`config.mk`:
```
export PLATFORM = sky130hd
export DESIGN_NAME = crd_top
export DESIGN_NICKNAME = d
export VERILOG_FILES = /design/src/hw/crd_pkg.sv /design/src/hw/crd_top.sv /design/src/hw/crd_osc_request.sv /design/src/hw/crd_prescaler.sv
export SDC_FILE = /design/constraint.sdc
export NUM_CORES = 1
export LEC_CHECK = 0
export ABC_AREA = 1
export BUFFER_PORTS_ARGS = -buffer_cell sky130_fd_sc_hd__buf_2
export CAP_MARGIN = 40
export CORE_UTILIZATION = 35
export CTS_CLUSTER_SIZE = 10
export DETAILED_ROUTE_END_ITERATION = 6
export GPL_ROUTABILITY_DRIVEN = 0
export PLACE_DENSITY = 0.59
export SLEW_MARGIN = 25
export SYNTH_ARGS = -nofsm -noshare
export SYNTH_HDL_FRONTEND = slang
export SYNTH_HIERARCHICAL = 1
export SYNTH_SLANG_ARGS = --single-unit
```
`constraint.sdc`:
```
create_clock -name CLK -period 5.7 [get_ports CLK]
set_clock_uncertainty 0.1 [all_clocks]
set_input_delay 0.285 -clock CLK [delete_from_list [all_inputs] [get_ports CLK]]
set_output_delay 0.285 -clock CLK [all_outputs]
set_load 0.01 [all_outputs]
```
`src/hw/crd_pkg.sv`:
```
// package for the clock request and distribution block: register map,
// field layout, reset values, source and sleep encodings, carriers.
// assumes a single 10 MHz system clock and an 8-bit register port.
`default_nettype none

package crd_pkg;

  // ==========================================================
  // sizes and timing
  localparam int NUM_SRC = 4;
  localparam int SRC_W = 2;
  localparam int ADDR_W = 4;
  localparam int DATA_W = 8;
  localparam int DIV_W = 7;
  localparam int CODE_W = 4;
  localparam int CLK_PERIOD_NS = 100;
  localparam int OSC_STARTUP_NS = 2000;
  // least time, so round up to whole cycles
  localparam int OSC_STARTUP_CYCLES =
    (OSC_STARTUP_NS + CLK_PERIOD_NS - 1) / CLK_PERIOD_NS;

  // ==========================================================
  // register offsets
  localparam logic [ADDR_W-1:0] OFS_MAIN_CTRL_A = 4'h0;
  localparam logic [ADDR_W-1:0] OFS_MAIN_CTRL_B = 4'h1;
  localparam logic [ADDR_W-1:0] OFS_RUN_STDBY = 4'h2;
  localparam logic [ADDR_W-1:0] OFS_STATUS = 4'h3;

  // ==========================================================
  // field positions and reset values
  localparam int SEL_LSB = 0;
  localparam int OUT_EN_BIT = 7;
  localparam int CODE_LSB = 0;
  localparam int STAT_SWITCHING_BIT = 4;
  localparam int STAT_MAIN_RUN_BIT = 5;
  localparam logic [CODE_W-1:0] CODE_DIV6 = 4'h7;
  localparam logic [CODE_W-1:0] CODE_COUNT = 4'hC;
  localparam logic [NUM_SRC-1:0] RUN_STDBY_RESET = 4'h0;
  localparam logic [DATA_W-1:0] RDATA_ZERO = 8'h00;

  // ==========================================================
  // encodings
  typedef enum logic [SRC_W-1:0] {
    SRC_FAST_INTERNAL = 2'b00,
    SRC_LOW_POWER_INTERNAL = 2'b01,
    SRC_CRYSTAL = 2'b10,
    SRC_EXTERNAL = 2'b11
  } crd_src_type;

  typedef enum logic [1:0] {
    SLEEP_ACTIVE = 2'b00,
    SLEEP_IDLE = 2'b01,
    SLEEP_STANDBY = 2'b10,
    SLEEP_POWER_DOWN = 2'b11
  } crd_sleep_type;

  // ==========================================================
  // carriers
  typedef struct packed {
    logic rtc_enable;
    logic [SRC_W-1:0] rtc_source;
    logic watchdog_enable;
    logic brownout_enable;
    logic brownout_sampled;
    logic control_timer_enable;
    logic [SRC_W-1:0] control_timer_source;
    logic main_request;
  } crd_periph_req_type;

  typedef struct packed {
    logic main_clock;
    logic cpu_clock;
    logic peripheral_clock;
    logic rtc_clock;
    logic watchdog_clock;
    logic brownout_clock;
    logic control_timer_clock;
  } crd_gates_type;

  // twelve prescaler settings, 1x to 64x
  function automatic logic [DIV_W-1:0] crd_divisor(
    input logic [CODE_W-1:0] code);
    unique case (code)
      4'h0: crd_divisor = 7'h01;
      4'h1: crd_divisor = 7'h02;
      4'h2: crd_divisor = 7'h04;
      4'h3: crd_divisor = 7'h08;
      4'h4: crd_divisor = 7'h10;
      4'h5: crd_divisor = 7'h20;
      4'h6: crd_divisor = 7'h40;
      4'h7: crd_divisor = 7'h06;
      4'h8: crd_divisor = 7'h0A;
      4'h9: crd_divisor = 7'h0C;
      4'hA: crd_divisor = 7'h18;
      4'hB: crd_divisor = 7'h30;
      default: crd_divisor = 7'h06;
    endcase
  endfunction

endpackage : crd_pkg

`default_nettype wire

```
`src/hw/crd_top.sv`:
```
// clock controller: source requests, main clock switch and prescaler,
// asynchronous peripheral clock gates, clock output pin.
// assumes peripheral requests, sleep state and memory busy are
// synchronous levels; clocks are modelled as one-cycle enables.
//
// Local design decisions: the address map and strobed register access.
`default_nettype none

module crd_top #(
  parameter int STARTUP_CYCLES = crd_pkg::OSC_STARTUP_CYCLES
) (
  input wire logic CLK,
  input wire logic RST_B,
  input wire logic CE,
  input wire logic [crd_pkg::ADDR_W-1:0] REG_ADDR,
  input wire logic [crd_pkg::DATA_W-1:0] REG_WDATA,
  input wire logic REG_WRITE,
  input wire logic REG_READ,
  output logic [crd_pkg::DATA_W-1:0] REG_RDATA,
  input wire crd_pkg::crd_sleep_type SLEEP_STATE,
  input wire crd_pkg::crd_periph_req_type PERIPH_REQ,
  input wire logic NVM_BUSY,
  output logic [crd_pkg::NUM_SRC-1:0] OSC_ENABLE,
  output crd_pkg::crd_gates_type CLOCK_GATES,
  output logic CLOCK_OUTPUT_PIN
);
  import crd_pkg::*;

  // ==========================================================
  // register state
  crd_src_type main_source_select_q;
  logic clock_output_enable_q;
  logic [CODE_W-1:0] prescale_code_q;
  logic [NUM_SRC-1:0] run_in_standby_q;
  logic [DATA_W-1:0] rdata_q;

  // ==========================================================
  // internal state and nets
  crd_src_type active_src_q;
  logic [SRC_W-1:0] rtc_src_q;
  logic [SRC_W-1:0] tcd_src_q;
  crd_gates_type gates_q;
  crd_gates_type gates_d;
  logic pin_q;
  logic [NUM_SRC-1:0] src_request;
  logic [NUM_SRC-1:0] src_ready;
  logic main_run;
  logic switching;
  logic power_down;
  logic rtc_req;
  logic watchdog_req;
  logic brownout_req;
  logic tcd_req;
  logic per_tick;
  logic wr_a;
  logic wr_b;
  logic wr_s;
  logic [DATA_W-1:0] rd_mux;

  // ==========================================================
  // register writes
  assign wr_a = REG_WRITE && (REG_ADDR == OFS_MAIN_CTRL_A);
  assign wr_b = REG_WRITE && (REG_ADDR == OFS_MAIN_CTRL_B);
  assign wr_s = REG_WRITE && (REG_ADDR == OFS_RUN_STDBY);

  // main source select and clock output enable
  always_ff @(posedge CLK) begin
    if (!RST_B) begin
      main_source_select_q <= SRC_FAST_INTERNAL;
      clock_output_enable_q <= 1'b0;
    end else if (CE && wr_a) begin
      main_source_select_q <=
        crd_src_type'(REG_WDATA[SEL_LSB +: SRC_W]);
      clock_output_enable_q <= REG_WDATA[OUT_EN_BIT];
    end
  end

  // prescaler code; codes past the twelfth are ignored, not stored,
  // so a stray write can never leave the divider without a setting
  always_ff @(posedge CLK) begin
    if (!RST_B) begin
      prescale_code_q <= CODE_DIV6;
    end else if (CE && wr_b &&
                 (REG_WDATA[CODE_LSB +: CODE_W] < CODE_COUNT)) begin
      prescale_code_q <= REG_WDATA[CODE_LSB +: CODE_W];
    end
  end

  // one run-in-standby bit per oscillator
  always_ff @(posedge CLK) begin
    if (!RST_B) begin
      run_in_standby_q <= RUN_STDBY_RESET;
    end else if (CE && wr_s) begin
      run_in_standby_q <= REG_WDATA[NUM_SRC-1:0];
    end
  end

  // ==========================================================
  // register reads: data stand one cycle after the strobe
  // status shows live values; nothing in it is cleared by a read
  always_comb begin
    rd_mux = RDATA_ZERO;
    unique case (REG_ADDR)
      OFS_MAIN_CTRL_A: begin
        rd_mux[SEL_LSB +: SRC_W] = main_source_select_q;
        rd_mux[OUT_EN_BIT] = clock_output_enable_q;
      end
      OFS_MAIN_CTRL_B: begin
        rd_mux[CODE_LSB +: CODE_W] = prescale_code_q;
      end
      OFS_RUN_STDBY: begin
        rd_mux[NUM_SRC-1:0] = run_in_standby_q;
      end
      OFS_STATUS: begin
        rd_mux[NUM_SRC-1:0] = src_ready;
        rd_mux[STAT_SWITCHING_BIT] = switching;
        rd_mux[STAT_MAIN_RUN_BIT] = gates_q.main_clock;
      end
      default: begin
        rd_mux = RDATA_ZERO; // unmapped reads as zero
      end
    endcase
  end

  // read data only in the cycle after the read strobe
  always_ff @(posedge CLK) begin
    if (!RST_B) begin
      rdata_q <= RDATA_ZERO;
    end else if (CE) begin
      rdata_q <= REG_READ ? rd_mux : RDATA_ZERO;
    end
  end

  assign REG_RDATA = rdata_q;

  // ==========================================================
  // asynchronous clock source selects: taken only while the owner
  // is disabled, so a careless change never glitches a running clock
  always_ff @(posedge CLK) begin
    if (!RST_B) begin
      rtc_src_q <= SRC_LOW_POWER_INTERNAL;
    end else if (CE && !PERIPH_REQ.rtc_enable) begin
      rtc_src_q <= PERIPH_REQ.rtc_source;
    end
  end

  always_ff @(posedge CLK) begin
    if (!RST_B) begin
      tcd_src_q <= SRC_FAST_INTERNAL;
    end else if (CE && !PERIPH_REQ.control_timer_enable) begin
      tcd_src_q <= PERIPH_REQ.control_timer_source;
    end
  end

  // ==========================================================
  // peripheral clock requests
  assign rtc_req = PERIPH_REQ.rtc_enable;
  assign watchdog_req = PERIPH_REQ.watchdog_enable;
  assign brownout_req = PERIPH_REQ.brownout_enable &&
                        PERIPH_REQ.brownout_sampled;
  assign tcd_req = PERIPH_REQ.control_timer_enable;
  assign power_down = (SLEEP_STATE == SLEEP_POWER_DOWN);

  // main clock demand per sleep state
  // power-down holds the clock only for memory work still in flight
  always_comb begin
    main_run = 1'b0;
    unique case (SLEEP_STATE)
      SLEEP_ACTIVE, SLEEP_IDLE: begin
        main_run = 1'b1;
      end
      SLEEP_STANDBY: begin
        main_run = PERIPH_REQ.main_request ||
                   run_in_standby_q[active_src_q];
      end
      SLEEP_POWER_DOWN: begin
        main_run = NVM_BUSY;
      end
    endcase
  end

  // route each request to the source its consumer uses
  // a pending switch asks for the new source early, so it warms up
  always_comb begin
    for (int s = 0; s < NUM_SRC; s++) begin
      src_request[s] =
        (rtc_req && (rtc_src_q == SRC_W'(s))) ||
        (tcd_req && (tcd_src_q == SRC_W'(s))) ||
        (main_run && (active_src_q == SRC_W'(s))) ||
        (main_run && switching &&
         (main_source_select_q == SRC_W'(s))) ||
        (run_in_standby_q[s] && !power_down);
    end
    // watchdog and brownout always run off the low power source
    src_request[SRC_LOW_POWER_INTERNAL] =
      src_request[SRC_LOW_POWER_INTERNAL] ||
      watchdog_req || brownout_req;
  end

  // ==========================================================
  // oscillators: on when requested, off otherwise
  // one instance per source keeps the start-up logic in one place
  for (genvar g = 0; g < NUM_SRC; g++) begin : g_osc
    crd_osc_request #(
      .STARTUP_CYCLES(STARTUP_CYCLES)
    ) u_osc (
      .clk(CLK),
      .rst_b(RST_B),
      .ce(CE),
      .request(src_request[g]),
      .osc_enable(OSC_ENABLE[g]),
      .ready(src_ready[g])
    );
  end

  // ==========================================================
  // main clock switch: hold the old source until the new one is up,
  // so a dead external source never stops the running clock
  // limitation: a source that never comes up leaves the switch
  // pending until a reset or a write that selects the running source again
  assign switching = (main_source_select_q != active_src_q);

  always_ff @(posedge CLK) begin
    if (!RST_B) begin
      active_src_q <= SRC_FAST_INTERNAL;
    end else if (CE && switching && src_ready[main_source_select_q]) begin
      active_src_q <= main_source_select_q;
    end
  end

  // ==========================================================
  // prescaler for cpu and peripheral clocks
  crd_prescaler #(
    .DIV_W(DIV_W)
  ) u_presc (
    .clk(CLK),
    .rst_b(RST_B),
    .ce(CE),
    .run(gates_d.main_clock),
    .divide(crd_divisor(prescale_code_q)),
    .tick(per_tick)
  );

  // ==========================================================
  // clock gates
  always_comb begin
    gates_d.main_clock = main_run && src_ready[active_src_q];
    gates_d.cpu_clock = per_tick;
    gates_d.peripheral_clock = per_tick;
    gates_d.rtc_clock = rtc_req && src_ready[rtc_src_q];
    gates_d.watchdog_clock = watchdog_req &&
      src_ready[SRC_LOW_POWER_INTERNAL];
    gates_d.brownout_clock = brownout_req &&
      src_ready[SRC_LOW_POWER_INTERNAL];
    gates_d.control_timer_clock = tcd_req &&
      src_ready[tcd_src_q];
  end

  // gates leave through flip-flops, one cycle after the decision
  // the extra cycle of latency buys glitch-free gate outputs
  always_ff @(posedge CLK) begin
    if (!RST_B) begin
      gates_q <= '0;
    end else if (CE) begin
      gates_q <= gates_d;
    end
  end

  assign CLOCK_GATES = gates_q;

  // ==========================================================
  // clock output pin: peripheral clock pulse, low when disabled
  // a one-cycle tick, not a square wave: outside logic must count
  // rising edges of the pin rather than measure its duty
  always_ff @(posedge CLK) begin
    if (!RST_B) begin
      pin_q <= 1'b0;
    end else if (CE) begin
      pin_q <= clock_output_enable_q && per_tick;
    end
  end

  assign CLOCK_OUTPUT_PIN = pin_q;

endmodule // crd_top

`default_nettype wire

```
`src/hw/crd_osc_request.sv`:
```
// one oscillator's on/off control with start-up delay.
// assumes the request is a synchronous level in the system clock domain.
`default_nettype none

module crd_osc_request #(
  parameter int STARTUP_CYCLES = crd_pkg::OSC_STARTUP_CYCLES
) (
  input wire logic clk,
  input wire logic rst_b,
  input wire logic ce,
  input wire logic request,
  output logic osc_enable,
  output logic ready
);
  import crd_pkg::*;

  localparam int CNT_W = $clog2(STARTUP_CYCLES + 1);
  localparam logic [CNT_W-1:0] CNT_LAST = CNT_W'(STARTUP_CYCLES - 1);

  logic [CNT_W-1:0] cnt_q;
  logic on_q;
  logic ready_q;

  // ==========================================================
  // oscillator power follows the request, off when nobody asks
  always_ff @(posedge clk) begin
    if (!rst_b) begin
      on_q <= 1'b0;
    end else if (ce) begin
      on_q <= request;
    end
  end

  // start-up count; a source kept warm stays ready, so no delay
  always_ff @(posedge clk) begin
    if (!rst_b) begin
      cnt_q <= '0;
      ready_q <= 1'b0;
    end else if (ce) begin
      if (!request) begin
        cnt_q <= '0;
        ready_q <= 1'b0;
      end else if (on_q && !ready_q) begin
        if (cnt_q == CNT_LAST) begin
          ready_q <= 1'b1;
        end else begin
          cnt_q <= cnt_q + 1'b1;
        end
      end
    end
  end

  assign osc_enable = on_q;
  assign ready = ready_q;

endmodule // crd_osc_request

`default_nettype wire

```
`src/hw/crd_prescaler.sv`:
```
// main clock prescaler: one tick every 'divide' main clock cycles.
// assumes divide is 1 or more; run marks cycles with main clock present.
`default_nettype none

module crd_prescaler #(
  parameter int DIV_W = crd_pkg::DIV_W
) (
  input wire logic clk,
  input wire logic rst_b,
  input wire logic ce,
  input wire logic run,
  input wire logic [DIV_W-1:0] divide,
  output logic tick
);
  import crd_pkg::*;

  logic [DIV_W-1:0] cnt_q;
  logic tick_q;

  // ==========================================================
  // count main clock cycles; a shrunk divisor wraps at once
  always_ff @(posedge clk) begin
    if (!rst_b) begin
      cnt_q <= '0;
      tick_q <= 1'b0;
    end else if (ce) begin
      if (!run) begin
        tick_q <= 1'b0;
      end else if (cnt_q >= divide - 1'b1) begin
        cnt_q <= '0;
        tick_q <= 1'b1;
      end else begin
        cnt_q <= cnt_q + 1'b1;
        tick_q <= 1'b0;
      end
    end
  end

  assign tick = tick_q;

endmodule // crd_prescaler

`default_nettype wire

```
==> impl_metrics.toml <==
[clock_network]
cts-htree-levels = 3
worstSkewPairLatency_ns = 0.33
post_cts_resized = 0
cts_buffers = 9
postCtsSetupBuffers = 0
clkTransAtPathRegs_ns = 0.05
clockBufferDepth = 2
clockRootBuffer = "clkbuf_16"
cts_hold_buf = 0
cts.sinks = 74
cts_tree = "built"

[sta]
slew_headroom = 0.6088
whs_ns = 0.08391
rsz0062_at_grt = "false"
tightest_slew_ns = 0.5868
max_freq_ghz = 0.4450
slew_viol_final = 0
timing.setup.tns_ns = 0
setup_viol = 0
finalHoldViolCount = 0
final.min_clock_period_ns = 2.247
fin_crit_sh = 0.3942

[yosys]
synthArstFlopShare = 0
syn-cell-area_mm2 = 0.004328
synth.distinct_cells = 41
syn_inst = 646
synth_ff_type = "dfxtp_1"
synth_top_area_share = 0.3423
seq_area_frac_synth = 0.3423
synth_top_cell_by_area = "dfxtp_1"
synth_edf_count = 0
yosys_warnings = 6
avgSynthCellArea_um2 = 6.700
ys_ff_latch = 74
yosys-top-cells-area = "dfxtp_1 (34%), nand2_1 (13%), nand3_1 (7.9%)"
synthesis.nets = 689

[critical_path]
critPathLaunchType = "register"
critPathCaptureType = "register"
cp_max_fo = 8
critPathArrivalTime_ns = 2.37
crit_buf_inv = 3
worstPathRequired_ns = 5.82
crit_type = "register to register"
cp_common_cell = "nand2_1"
critPathTopFamily = "simple AND/OR/NAND/NOR gates"
max_stage_delay_ns = 0.47
crit_chain = "nand2_1, inv_1, nand2_1, nand4_1, nand2_1, nor2_1, nand2_1, nand3_1, inv_2, nand2_2, nand2_4, nand2_2, inv_2, nor2_1, nor2_1"
cp_slowest_cell = "dfxtp_1"

[layout]
num-fill-cells = 1243
final_util = 0.4149
area_growth_pct = 15.15
diodes = 0
fin_area_mm2 = 0.004984
final_cell_mix = "nand2_1 (146), inv_1 (90), nor2_1 (81)"
finalNonFillerCells = 846
fin_nets = 737
final_common_cell = "nand2_1"
drive_gt1_frac = 0.1674

[detailed_routing]
firstDrtPassIters = 5
drt.antenna.violating_nets = 0
drc_errors = 0
drtIter0Drc = 181
routed_via_density = 4.933
drt-total-wl_um = 10420
dr_total_vias = 4173
routedWlPerCell_um = 12.32

[die]
fp-row-count = 40
dieArea_mm2 = 0.01281
die_w_um = 113.2
io_pins = 50
start_util = 0.3603
core_mm2 = 0.01201
die_y_um = 113.2

[placed_design]
dp_hpwl_um = 7886
placed_cell_area_mm2 = 0.004698
numPortBuffers = 45
dp_cells = 830

[pwr]
power_leakage_nw = 2.273
power_density_mw_per_mm2 = 240.6
peakVddDrop_v = 0.0001844

[global_routing]
antenna_found_initial = 0
grt_max_degree = 47
globalRouteTotalUtil = 0.1728
grt_pass1_wl_um = 17680
grt_pass1_vias = 3847
overflow = 0

[hold_path]
min_path_type = "input pin to register"

[job]
cap_violations = 0

[run_status]
status = "complete, no violations"
-- sequential cells by signal (all words and copies together), names as in the netlist, named ones only --
| register | flops |
|---|---|
| CLOCK_GATES | 6 |
| CLOCK_OUTPUT_PIN | 1 |
| REG_RDATA | 7 |
| active_src_q | 2 |
| clock_output_enable_q | 1 |
| g_osc.u_osc/cnt_q | 20 |
| g_osc.u_osc/osc_enable | 4 |
| g_osc.u_osc/ready | 4 |
| main_source_select_q | 2 |
| prescale_code_q | 4 |
| rtc_src_q | 2 |
| run_in_standby_q | 4 |
| tcd_src_q | 2 |
| u_presc/cnt_q | 7 |
| u_presc/tick | 1 |
-- per-stage QoR --
step | setup slack, ns | power [mW]
after global routing | 3.196 | 1.255
final | 3.453 | 1.199
after detailed placement | 3.427 | 0.6732
after CTS | 3.438 | 1.220
after global placement | 3.498 | 0.6692
after floorplan | 3.766 | 0.6335
-- logic make-up (layout without fill, tap and decap cells) --
| family | Yosys count | in the layout | share of synthesized area |
|---|---|---|---|
| buffers and inverters | 112 | 165 | 0.1000 |
| AND/OR/NAND/NOR | 363 | 363 | 0.4033 |
| XOR/XNOR | 11 | 11 | 0.02226 |
| flip-flops | 74 | 74 | 0.3423 |
| AO/OA/AOI/OAI | 72 | 72 | 0.09367 |
| adder cells (fa/ha/maj) | 13 | 13 | 0.03758 |
| other | 1 | 1 | 0.0008665 |
-- final timing paths --
kind / endpoint / slack [ns] / start / cells after the start
min reg2reg: REG_RDATA[4] / 0.38 / REG_RDATA[4] / 2
min: rtc_src_q[0] / 0.08 / PERIPH_REQ[7] / 3
max reg2reg: g_osc[1].u_osc/cnt_q[0] / 3.45 / active_src_q[1] / 15
max: g_osc[1].u_osc/cnt_q[0] / 3.45 / active_src_q[1] / 15
-- final cells by class --
type | count | area [µm²] | share of cell area
clock buffer | 15 | 277.8 | 0.05574
clock inverter | 1 | 7.507 | 0.001506
inverter | 103 | 386.6 | 0.07758
multi-input combinational | 460 | 2414 | 0.4843
sequential | 74 | 1481 | 0.2973
tap | 147 | 183.9 | 0.03691
timing repair buffer | 46 | 232.7 | 0.04670
-- cell usage after synthesis, types with 2 or more instances --
| cell | n |
|---|---|
| nand4_1 | 14 |
| nand3_4 | 3 |
| nor2_1 | 81 |
| nand2_4 | 5 |
| inv_1 | 90 |
| o21ai_0 | 13 |
| o211ai_1 | 4 |
| ha_1 | 13 |
| and3_2 | 4 |
| nor3_1 | 6 |
| nand2_2 | 15 |
| xnor2_1 | 8 |
| clkbuf_1 | 3 |
| buf_2 | 4 |
| dfxtp_1 | 74 |
| xor2_1 | 3 |
| nand2_1 | 146 |
| inv_2 | 12 |
| nor2_2 | 4 |
| nand3_2 | 6 |
| nor3_2 | 2 |
| buf_4 | 2 |
| a21oi_1 | 29 |
| nor2_4 | 5 |
| a22oi_1 | 2 |
| nand3_1 | 68 |
| o21ai_1 | 12 |
| o22ai_1 | 4 |
| o31ai_1 | 2 |
-- metal layers --
layer / track usage / routed length (µm)
met3: 0.03535 / 406
met5: 0 / 0
met1: 0.2174 / 4888
met4: 0.05088 / 121
met2: 0.2973 / 5003
-- where the power goes --
group | internal, mW | switching (mW) | total, mW
clock network | 0.331 | 0.206 | 0.537
registers | 0.530 | 0.0123 | 0.542
logic | 0.0408 | 0.0790 | 0.120
-- worst register-to-register path: cells and delay by family (launching register included) --
kind / cells / cell delay (ns)
DFF: 1 / 0.47
buffers and inverters: 3 / 0.22
and+or+nand+nor: 12 / 1.33
(Power assumes the default switching activity.)
